--- src/core/s3g_pkg.sv ---
// Shared constants and types for the G1 remote defect and remote error insertion logic.
package s3g_pkg;
    // ------------------------------------------------------------
    // Register offsets
    // ------------------------------------------------------------
    localparam logic [15:0] RX_CTRL_ADDR = 16'h1183;
    localparam logic [15:0] TX_CTRL_ADDR = 16'h1983;
    localparam logic [15:0] G1_VAL_ADDR = 16'h199f;

    // ------------------------------------------------------------
    // Field positions, reset values and writable bit masks
    // ------------------------------------------------------------
    localparam int B3_TYPE_BIT = 0;
    localparam int RDI_SRC_LSB = 3;
    localparam int REI_SRC_LSB = 5;
    localparam int G1_RDI_LSB = 1;
    localparam int G1_REI_LSB = 4;
    localparam logic [7:0] RX_CTRL_RST = 8'h00;
    localparam logic [7:0] TX_CTRL_RST = 8'h00;
    localparam logic [7:0] G1_VAL_RST = 8'h00;
    localparam logic [7:0] RX_CTRL_WMASK = 8'h0f;
    localparam logic [7:0] TX_CTRL_WMASK = 8'hfd;
    localparam logic [3:0] REI_MAX = 4'h8;

    // ------------------------------------------------------------
    // Source selection codes; SRC_AUTO and SRC_SOFT serve both fields, SRC_PORT only the RDI field
    // ------------------------------------------------------------
    localparam logic [1:0] SRC_AUTO = 2'h0;
    localparam logic [1:0] SRC_SOFT = 2'h1;
    localparam logic [1:0] SRC_PORT = 2'h2;

    // ------------------------------------------------------------
    // Serial overhead port timing, in overhead clock periods; OVH_HALF_CYCLES counts system clocks
    // ------------------------------------------------------------
    localparam int OVH_WAIT_PERIODS = 25;
    localparam int RDI_BIT_COUNT = 3;
    localparam int FIRST_LATCH = OVH_WAIT_PERIODS + 1;
    localparam int LAST_LATCH = FIRST_LATCH + RDI_BIT_COUNT - 1;
    localparam int POH_WINDOW_PERIODS = 72;
    localparam int OVH_HALF_CYCLES = 8;

    // ------------------------------------------------------------
    // State encodings
    // ------------------------------------------------------------
    typedef enum logic [0:0] {DS_IDLE = 1'b0, DS_WINDOW = 1'b1} s3g_dev_state_type;
    typedef enum logic [1:0] {
        HS_SAMPLE = 2'b00,
        HS_WAIT = 2'b01,
        HS_SHIFT = 2'b10
    } s3g_host_state_type;
endpackage : s3g_pkg

--- src/core/s3g_ovh_if.sv ---
// Serial overhead port joining the framer end and the external inserter end.
`timescale 1ns/10ps
interface s3g_ovh_if;
    logic overhead_serial_clock;
    logic overhead_window_valid;
    logic overhead_frame_mark;
    logic overhead_serial_in;
    logic overhead_insert_request;

    // Framer end drives the clock and the window marks.
    modport dev (
        output overhead_serial_clock,
        output overhead_window_valid,
        output overhead_frame_mark,
        input overhead_serial_in,
        input overhead_insert_request
    );

    // External inserter end drives the serial data.
    modport host (
        input overhead_serial_clock,
        input overhead_window_valid,
        input overhead_frame_mark,
        output overhead_serial_in,
        output overhead_insert_request
    );
endinterface : s3g_ovh_if

--- src/core/s3g_dev_end.sv ---
// Framer end: G1 remote defect and remote error field insertion with serial overhead port.
//
// Function
// - RDI source 01 copies value bits 3:1.
// - Zero code means no defect, nonzero defect.
// - RDI source 10 takes bits from serial pin.
// - Framer drives clock, window and frame marks.
// - Inserter waits 25 periods after both marks.
// - Latch serial bit on following rising edge.
// - Remaining two bits on next two rising edges.
// - Slot timing reflects G1 fourth byte, second bit.
// - Inserter repeats sequence every frame.
// - Insert request unneeded in port mode.
// - REI source 00 sets REI automatically.
// - Error type 0 sends B3 bit error count.
// - Error type 1 sends one-bit errored flag.
`timescale 1ns/10ps
module s3g_dev_end #(
    parameter int OVH_HALF = s3g_pkg::OVH_HALF_CYCLES
) (
    input wire logic clk,
    input wire logic rst_n,
    s3g_ovh_if.dev ovh,
    input wire logic [15:0] reg_addr,
    input wire logic [7:0] reg_wdata,
    input wire logic reg_wr,
    input wire logic reg_rd,
    output logic [7:0] reg_rdata,
    input wire logic spe_start,
    input wire logic g1_spare,
    input wire logic b3_update,
    input wire logic [3:0] b3_err_count,
    input wire logic b3_err_seen,
    output logic [7:0] g1_byte,
    output logic g1_valid
);
    // ------------------------------------------------------------
    // Declarations
    // ------------------------------------------------------------
    logic [7:0] rx_ctrl_r, rx_ctrl_nxt;
    logic [7:0] tx_ctrl_r, tx_ctrl_nxt;
    logic [7:0] g1_val_r, g1_val_nxt;
    logic [7:0] rdata_r, rdata_nxt;
    logic [3:0] rei_auto_r, rei_auto_nxt;
    logic [7:0] g1_byte_r, g1_byte_nxt;
    logic g1_valid_r, g1_valid_nxt;
    logic [7:0] div_r, div_nxt;
    logic ovh_clk_r, ovh_clk_nxt;
    logic rise_now, fall_now;
    logic sin_s1_r, sin_s2_r;
    s3g_pkg::s3g_dev_state_type st_r, st_nxt;
    logic pend_r, pend_nxt;
    logic frame_r, frame_nxt;
    logic valid_r, valid_nxt;
    logic [7:0] slot_r, slot_nxt;
    logic [2:0] shift_r, shift_nxt;
    logic [2:0] port_rdi_r, port_rdi_nxt;
    logic [1:0] rdi_src, rei_src;
    logic [2:0] rdi_out;
    logic [3:0] rei_out;

    // Maps a register address to a one-hot select: rx, tx, g1 value.
    function automatic logic [2:0] reg_sel(input logic [15:0] addr);
        reg_sel = {addr == s3g_pkg::G1_VAL_ADDR, addr == s3g_pkg::TX_CTRL_ADDR,
                   addr == s3g_pkg::RX_CTRL_ADDR};
    endfunction : reg_sel

    // ------------------------------------------------------------
    // Register file
    // ------------------------------------------------------------
    // Writes honour the writable masks so read-only bits stay zero; reads are registered.
    always_comb begin
        rx_ctrl_nxt = rx_ctrl_r;
        tx_ctrl_nxt = tx_ctrl_r;
        g1_val_nxt = g1_val_r;
        rdata_nxt = rdata_r;
        if (reg_wr) begin
            case (reg_sel(reg_addr))
                3'h1: rx_ctrl_nxt = reg_wdata & s3g_pkg::RX_CTRL_WMASK;
                3'h2: tx_ctrl_nxt = reg_wdata & s3g_pkg::TX_CTRL_WMASK;
                3'h4: g1_val_nxt = reg_wdata;
                default: g1_val_nxt = g1_val_r;
            endcase
        end
        if (reg_rd) begin
            case (reg_sel(reg_addr))
                3'h1: rdata_nxt = rx_ctrl_r;
                3'h2: rdata_nxt = tx_ctrl_r;
                3'h4: rdata_nxt = g1_val_r;
                default: rdata_nxt = 8'h00;
            endcase
        end
    end

    // Register file storage.
    always_ff @(posedge clk or negedge rst_n) begin
        if (!rst_n) begin
            rx_ctrl_r <= s3g_pkg::RX_CTRL_RST;
            tx_ctrl_r <= s3g_pkg::TX_CTRL_RST;
            g1_val_r <= s3g_pkg::G1_VAL_RST;
            rdata_r <= 8'h00;
        end else begin
            rx_ctrl_r <= rx_ctrl_nxt;
            tx_ctrl_r <= tx_ctrl_nxt;
            g1_val_r <= g1_val_nxt;
            rdata_r <= rdata_nxt;
        end
    end

    // ------------------------------------------------------------
    // Overhead clock divider and serial input synchroniser
    // ------------------------------------------------------------
    assign rise_now = (div_r == 8'(OVH_HALF - 1)) && !ovh_clk_r;
    assign fall_now = (div_r == 8'(OVH_HALF - 1)) && ovh_clk_r;

    // clock source
    // The overhead clock toggles every OVH_HALF system clocks.
    always_comb begin
        div_nxt = div_r + 8'h01;
        ovh_clk_nxt = ovh_clk_r;
        if (div_r == 8'(OVH_HALF - 1)) begin
            div_nxt = 8'h00;
            ovh_clk_nxt = !ovh_clk_r;
        end
    end

    // Divider storage and the two-stage synchroniser on the serial pin.
    always_ff @(posedge clk or negedge rst_n) begin
        if (!rst_n) begin
            div_r <= 8'h00;
            ovh_clk_r <= 1'b0;
            sin_s1_r <= 1'b0;
            sin_s2_r <= 1'b0;
        end else begin
            div_r <= div_nxt;
            ovh_clk_r <= ovh_clk_nxt;
            sin_s1_r <= ovh.overhead_serial_in;
            sin_s2_r <= sin_s1_r;
        end
    end

    // ------------------------------------------------------------
    // Serial overhead window sequencer
    // ------------------------------------------------------------
    // Marks change on the falling overhead edge so the far end sees them settled
    // at the rising edge. The insert request pin is ignored: port mode alone selects.
    always_comb begin
        st_nxt = st_r;
        pend_nxt = pend_r;
        frame_nxt = frame_r;
        valid_nxt = valid_r;
        slot_nxt = slot_r;
        shift_nxt = shift_r;
        port_rdi_nxt = port_rdi_r;
        case (st_r)
            s3g_pkg::DS_IDLE: begin
                if (fall_now && pend_r) begin
                    st_nxt = s3g_pkg::DS_WINDOW;
                    pend_nxt = 1'b0;
                    frame_nxt = 1'b1;
                    valid_nxt = 1'b1;
                    slot_nxt = 8'h00;
                end
            end
            s3g_pkg::DS_WINDOW: begin
                if (rise_now) begin
                    slot_nxt = slot_r + 8'h01;
                    if (slot_r >= 8'(s3g_pkg::FIRST_LATCH) &&
                        slot_r <= 8'(s3g_pkg::LAST_LATCH)) begin
                        shift_nxt = {shift_r[1:0], sin_s2_r};
                    end
                    if (slot_r == 8'(s3g_pkg::LAST_LATCH)) begin
                        port_rdi_nxt = {shift_r[1:0], sin_s2_r};
                    end
                end
                if (fall_now) begin
                    frame_nxt = 1'b0;
                    if (slot_r >= 8'(s3g_pkg::POH_WINDOW_PERIODS)) begin
                        valid_nxt = 1'b0;
                        st_nxt = s3g_pkg::DS_IDLE;
                    end
                end
            end
            default: st_nxt = s3g_pkg::DS_IDLE;
        endcase
        // A new SPE start wins over the clear of the pending flag.
        if (spe_start) begin
            pend_nxt = 1'b1;
        end
    end

    // Sequencer storage.
    always_ff @(posedge clk or negedge rst_n) begin
        if (!rst_n) begin
            st_r <= s3g_pkg::DS_IDLE;
            pend_r <= 1'b0;
            frame_r <= 1'b0;
            valid_r <= 1'b0;
            slot_r <= 8'h00;
            shift_r <= 3'h0;
            port_rdi_r <= 3'h0;
        end else begin
            st_r <= st_nxt;
            pend_r <= pend_nxt;
            frame_r <= frame_nxt;
            valid_r <= valid_nxt;
            slot_r <= slot_nxt;
            shift_r <= shift_nxt;
            port_rdi_r <= port_rdi_nxt;
        end
    end

    // ------------------------------------------------------------
    // G1 field assembly
    // ------------------------------------------------------------
    assign rdi_src = tx_ctrl_r[s3g_pkg::RDI_SRC_LSB +: 2];
    assign rei_src = tx_ctrl_r[s3g_pkg::REI_SRC_LSB +: 2];

    // Selects the remote defect and remote error codes from their sources.
    always_comb begin
        case (rdi_src)
            s3g_pkg::SRC_SOFT: rdi_out = g1_val_r[s3g_pkg::G1_RDI_LSB +: 3];
            s3g_pkg::SRC_PORT: rdi_out = port_rdi_r;
            default: rdi_out = 3'h0;
        endcase
        if (rei_src == s3g_pkg::SRC_SOFT) begin
            rei_out = g1_val_r[s3g_pkg::G1_REI_LSB +: 4];
        end else begin
            rei_out = rei_auto_r;
        end
    end

    // Captures receive-side B3 results and builds one G1 byte per outbound SPE.
    always_comb begin
        rei_auto_nxt = rei_auto_r;
        if (b3_update) begin
            if (rx_ctrl_r[s3g_pkg::B3_TYPE_BIT]) begin
                rei_auto_nxt = {3'h0, b3_err_seen};
            end else if (b3_err_count > s3g_pkg::REI_MAX) begin
                rei_auto_nxt = s3g_pkg::REI_MAX;
            end else begin
                rei_auto_nxt = b3_err_count;
            end
        end
        g1_valid_nxt = spe_start;
        g1_byte_nxt = g1_byte_r;
        if (spe_start) begin
            g1_byte_nxt = {rei_out, rdi_out, g1_spare};
        end
    end

    // G1 assembly storage.
    always_ff @(posedge clk or negedge rst_n) begin
        if (!rst_n) begin
            rei_auto_r <= 4'h0;
            g1_byte_r <= 8'h00;
            g1_valid_r <= 1'b0;
        end else begin
            rei_auto_r <= rei_auto_nxt;
            g1_byte_r <= g1_byte_nxt;
            g1_valid_r <= g1_valid_nxt;
        end
    end

    // ------------------------------------------------------------
    // Outputs
    // ------------------------------------------------------------
    assign ovh.overhead_serial_clock = ovh_clk_r;
    assign ovh.overhead_window_valid = valid_r;
    assign ovh.overhead_frame_mark = frame_r;
    assign reg_rdata = rdata_r;
    assign g1_byte = g1_byte_r;
    assign g1_valid = g1_valid_r;
endmodule : s3g_dev_end

--- src/flat_wrapper.sv ---
// flat-port wrapper written by rule: the top's interface ports become plain ports
module s3g_dev_end_flat 
#(
    parameter int OVH_HALF = s3g_pkg::OVH_HALF_CYCLES
)
  (clk, rst_n, reg_addr, reg_wdata, reg_wr, reg_rd, reg_rdata, spe_start, g1_spare, b3_update, b3_err_count, b3_err_seen, g1_byte, g1_valid, ovh_overhead_serial_clock, ovh_overhead_window_valid, ovh_overhead_frame_mark, ovh_overhead_serial_in, ovh_overhead_insert_request);
  s3g_ovh_if ovh_i ();
  input wire logic clk;
  input wire logic rst_n;
  input wire logic [15:0] reg_addr;
  input wire logic [7:0] reg_wdata;
  input wire logic reg_wr;
  input wire logic reg_rd;
  output logic [7:0] reg_rdata;
  input wire logic spe_start;
  input wire logic g1_spare;
  input wire logic b3_update;
  input wire logic [3:0] b3_err_count;
  input wire logic b3_err_seen;
  output logic [7:0] g1_byte;
  output logic g1_valid;
  output wire logic [$bits(ovh_i.overhead_serial_clock)-1:0] ovh_overhead_serial_clock;
  output wire logic [$bits(ovh_i.overhead_window_valid)-1:0] ovh_overhead_window_valid;
  output wire logic [$bits(ovh_i.overhead_frame_mark)-1:0] ovh_overhead_frame_mark;
  input wire logic [$bits(ovh_i.overhead_serial_in)-1:0] ovh_overhead_serial_in;
  input wire logic [$bits(ovh_i.overhead_insert_request)-1:0] ovh_overhead_insert_request;
  assign ovh_overhead_serial_clock = ovh_i.overhead_serial_clock;
  assign ovh_overhead_window_valid = ovh_i.overhead_window_valid;
  assign ovh_overhead_frame_mark = ovh_i.overhead_frame_mark;
  assign ovh_i.overhead_serial_in = ovh_overhead_serial_in;
  assign ovh_i.overhead_insert_request = ovh_overhead_insert_request;
  s3g_dev_end #(.OVH_HALF(OVH_HALF)) u_core (.clk(clk), .rst_n(rst_n), .ovh(ovh_i), .reg_addr(reg_addr), .reg_wdata(reg_wdata), .reg_wr(reg_wr), .reg_rd(reg_rd), .reg_rdata(reg_rdata), .spe_start(spe_start), .g1_spare(g1_spare), .b3_update(b3_update), .b3_err_count(b3_err_count), .b3_err_seen(b3_err_seen), .g1_byte(g1_byte), .g1_valid(g1_valid));
endmodule
--- config.mk ---
export PLATFORM = sky130hd
export DESIGN_NAME = s3g_dev_end_flat
export DESIGN_NICKNAME = d
export VERILOG_FILES = /design/src/core/s3g_pkg.sv /design/src/core/s3g_ovh_if.sv /design/src/core/s3g_dev_end.sv /design/src/flat_wrapper.sv
export SDC_FILE = /design/constraint.sdc
export NUM_CORES = 1
export LEC_CHECK = 0
export BUFFER_PORTS_ARGS = -buffer_cell sky130_fd_sc_hd__buf_2
export CORE_MARGIN = 5
export CORE_UTILIZATION = 55
export DETAILED_ROUTE_END_ITERATION = 7
export HOLD_SLACK_MARGIN = 0.05
export PLACE_DENSITY_LB_ADDON = 0.12
export SLEW_MARGIN = 20
export SYNTH_ARGS = -nofsm -noshare
export SYNTH_HDL_FRONTEND = slang
export SYNTH_SLANG_ARGS = --single-unit
--- constraint.sdc ---
create_clock -name clk -period 2.6 [get_ports clk]
set_input_delay 0.78 -clock clk [delete_from_list [all_inputs] [get_ports clk]]
set_output_delay 0.78 -clock clk [all_outputs]
set_load 0.005 [all_outputs]
==> qor.yml <==
grt_max_degree: 69
clk_pin_slew_ns: 0.06
cpPeakStageDelay_ns: 0.55
cts.sinks: 68
vias: 2150
synthToLayoutAreaGrowth_pct: 17.6
ant_nets: 0
hold_path_end: "u_core.sin_s2_r"
cts_max_level: 3
endpoint_kind: "flip-flop"
grt_pass1_wl_um: 9920
arrival_ns: 2.45
synth.top_cells.by_area: "dfrtp_1 56%, mux2_2 9.3%, xnor2_1 2.6%"
start_kind: "flip-flop"
routed_via_density: 5.48
skew_ns: 0.00411
postSynth.asyncResetShare: 1.00
crit_fanout: 10
cts_resized: 0
status: "complete, no violations"
drive_gt1_frac: 0.325
relSlewSlack: 0.486
grt_usage: 0.175
yosysTopAreaCellShare: 0.562
finalSetupTns_ns: 0
synth_fp_nets: 297
fill_cells: 446
die_area_um2: 7090
postCtsHoldBufs: 0
dieWidth_um: 84.2
wire_per_inst_um: 14.8
drtPass1Iterations: 4
drv_cap: 0
ios: 58
root_buffer: "clkbuf_8"
final-max-slew-violation-count: 0
first_global_vias: 2158
numPortBuffers: 56
numCtsBuffers: 9
synth-edff-count: 0
die_h_um: 84.2
ys.flop_type: "dfrtp_1"
min_from: "u_core.sin_s1_r"
drtIter0Drc: 52
globalplace.congestion: 0.803
max_freq_mhz: 448
finalCriticalPeriod_ns: 2.23
antenna_found_initial: 0
synth_most_common_cell: "dfrtp_1"
synth-seq-cells: 68
cp.required_ns: 2.82
cp_cell_sequence: "ha_1 -> nand4bb_1 -> or3_4 -> nor3_4 -> mux2_2"
final_core_util: 0.655
synth.avg_cell_area_um2: 11.9
r2r_slack_ns: 0.37
synth.distinct_cells: 44
clock_path_buffers: 2
dp_hpwl_um: 4130
p_leak_nw: 1.76
clock_latency_ns: 0.33
setup_violations: 0
holdCritPathClass: "flip-flop to flip-flop"
yosys.area.top_type: "dfrtp_1"
max-vdd-ir-drop_uv: 385
placement_rows: 27
cts_tree: "done"
yosys_warnings: 0
yosysSeqAreaShare: 0.562
r2r_cells: 5
criticalPathCategory: "flip-flop to flip-flop"
drc: 0
start_util: 0.557
reg2reg_to: "u_core.port_rdi_r[1]"
tightest_slew_ns: 0.765
postCtsSetupRepairBufs: 0
grt-ovfl-total: 0
syn_area_um2: 3030
critical_path.slowest_cell: "or3_4"
finalHoldWorstSlack_ns: 0.360
reg2reg_from: "u_core.div_r[0]"
fin_nets: 360
antenna_cells: 0
rsz0062_at_grt: "no"
core_region_area_um2: 5440
finalCritPeriodShare: 0.859
power_density_nw_per_um2: 531
netlist_instances: 254
hold_depth: 0
wl_um: 5790
ys_top_cells_by_count: "68 x dfrtp_1, 25 x mux2_2, 16 x nor2_1, 14 x inv_1, 14 x nand3_1"
hold_viol: 0
[logic make-up after synthesis]
kind of cell    after synthesis  synth area share
compound gates               36            0.0843
xor+xnor                     11            0.0318
fa+ha+maj                     5            0.0207
buf+inv                      22            0.0297
flops                        68             0.562
mux                          31             0.113
simple gates                 81             0.159
[report_power, final]
group          switching (mW)  internal (mW)
combinational          0.0569         0.0420
sequential            0.00731           1.07
clock                   0.353          0.356
[critical path: cells and delay by family, from the launching register on]
kind,cells,cell delay (ns)
muxes,1,0.36
adders and majority gates,1,0.24
and+or+nand+nor,3,1.16
DFF,1,0.37
[stage by stage]
stage               cell area (um2)  setup slack [ns]  power (mW)  cells
global route                   3560             0.198        1.98    392
finish                         3560             0.366        1.89    392
CTS                            3560             0.348        1.92    392
global placement               3400             0.221        1.20    378
detailed placement             3400             0.219        1.20    378
floorplan                      3030             0.430        1.13    254
[sequential cells by signal (all words and copies together), names as in the netlist]
name	count
u_core.div_r	8
u_core.g1_byte	8
u_core.g1_val_r	8
u_core.g1_valid	1
u_core.ovh.overhead_frame_mark	1
u_core.ovh.overhead_serial_clock	1
u_core.ovh.overhead_window_valid	1
u_core.pend_r	1
u_core.port_rdi_r	3
u_core.reg_rdata	8
u_core.rei_auto_r	4
u_core.rx_ctrl_r	4
u_core.shift_r	2
u_core.sin_s1_r	1
u_core.sin_s2_r	1
u_core.slot_r	8
u_core.st_r	1
u_core.tx_ctrl_r	7
[how the worst max path moves through the flow]
stage	startpoint	end	slack [ns]	cells after the start
global route	u_core.div_r[0]	u_core.port_rdi_r[2]	0.20	5
global placement	reg_addr[5]	u_core.tx_ctrl_r[2]	0.22	5
finish	u_core.div_r[0]	u_core.port_rdi_r[1]	0.37	5
CTS	u_core.div_r[0]	u_core.port_rdi_r[1]	0.35	5
floorplan	reg_addr[5]	u_core.rx_ctrl_r[0]	0.43	5
detailed placement	reg_addr[5]	u_core.tx_ctrl_r[0]	0.22	5
[routing by layer]
metal / vias up / wire [um] / GRT usage
li1: 1057 / - / -
met5: - / 0 / 0
met3: 12 / 286 / 0.0451
met2: 44 / 2720 / 0.273
met1: 1037 / 2660 / 0.233
met4: 0 / 123 / 0.0775
[area by class of cell]
type | instances | area [um2] | area share
Clock inverter | 3 | 15.0 | 0.00422
Sequential cell | 68 | 1700 | 0.478
Inverter | 14 | 52.6 | 0.0148
Clock buffer | 11 | 141 | 0.0397
Multi-Input combinational cell | 164 | 1240 | 0.348
Tap cell | 72 | 90.1 | 0.0253
Timing Repair Buffer | 60 | 323 | 0.0907
[cell usage in the layout (no fill, tap or decap), types with 2 or more instances in the layout]
master | Yosys | layout
dfrtp_1 | 68 | 68
buf_2 | 0 | 56
mux2_2 | 25 | 25
nor2_1 | 16 | 16
inv_1 | 14 | 14
nand3_1 | 14 | 14
a21oi_1 | 10 | 10
clkbuf_8 | 0 | 10
xnor2_1 | 9 | 9
nand2_1 | 7 | 7
nor3_1 | 7 | 7
a221o_1 | 7 | 7
nor2b_1 | 6 | 6
mux2i_1 | 6 | 6
nor4_1 | 5 | 5
ha_1 | 5 | 5
o21ai_0 | 4 | 4
and3_1 | 3 | 3
nand4_1 | 3 | 3
and4_1 | 3 | 3
a22oi_1 | 3 | 3
o22ai_1 | 3 | 3
clkinv_2 | 0 | 3
buf_4 | 0 | 3
xor2_1 | 2 | 2
o31ai_1 | 2 | 2
a21o_1 | 2 | 2
nand2b_1 | 2 | 2
nand4b_1 | 2 | 2
o22a_1 | 2 | 2
No activity file was read; power rests on OpenSTA's default activity.
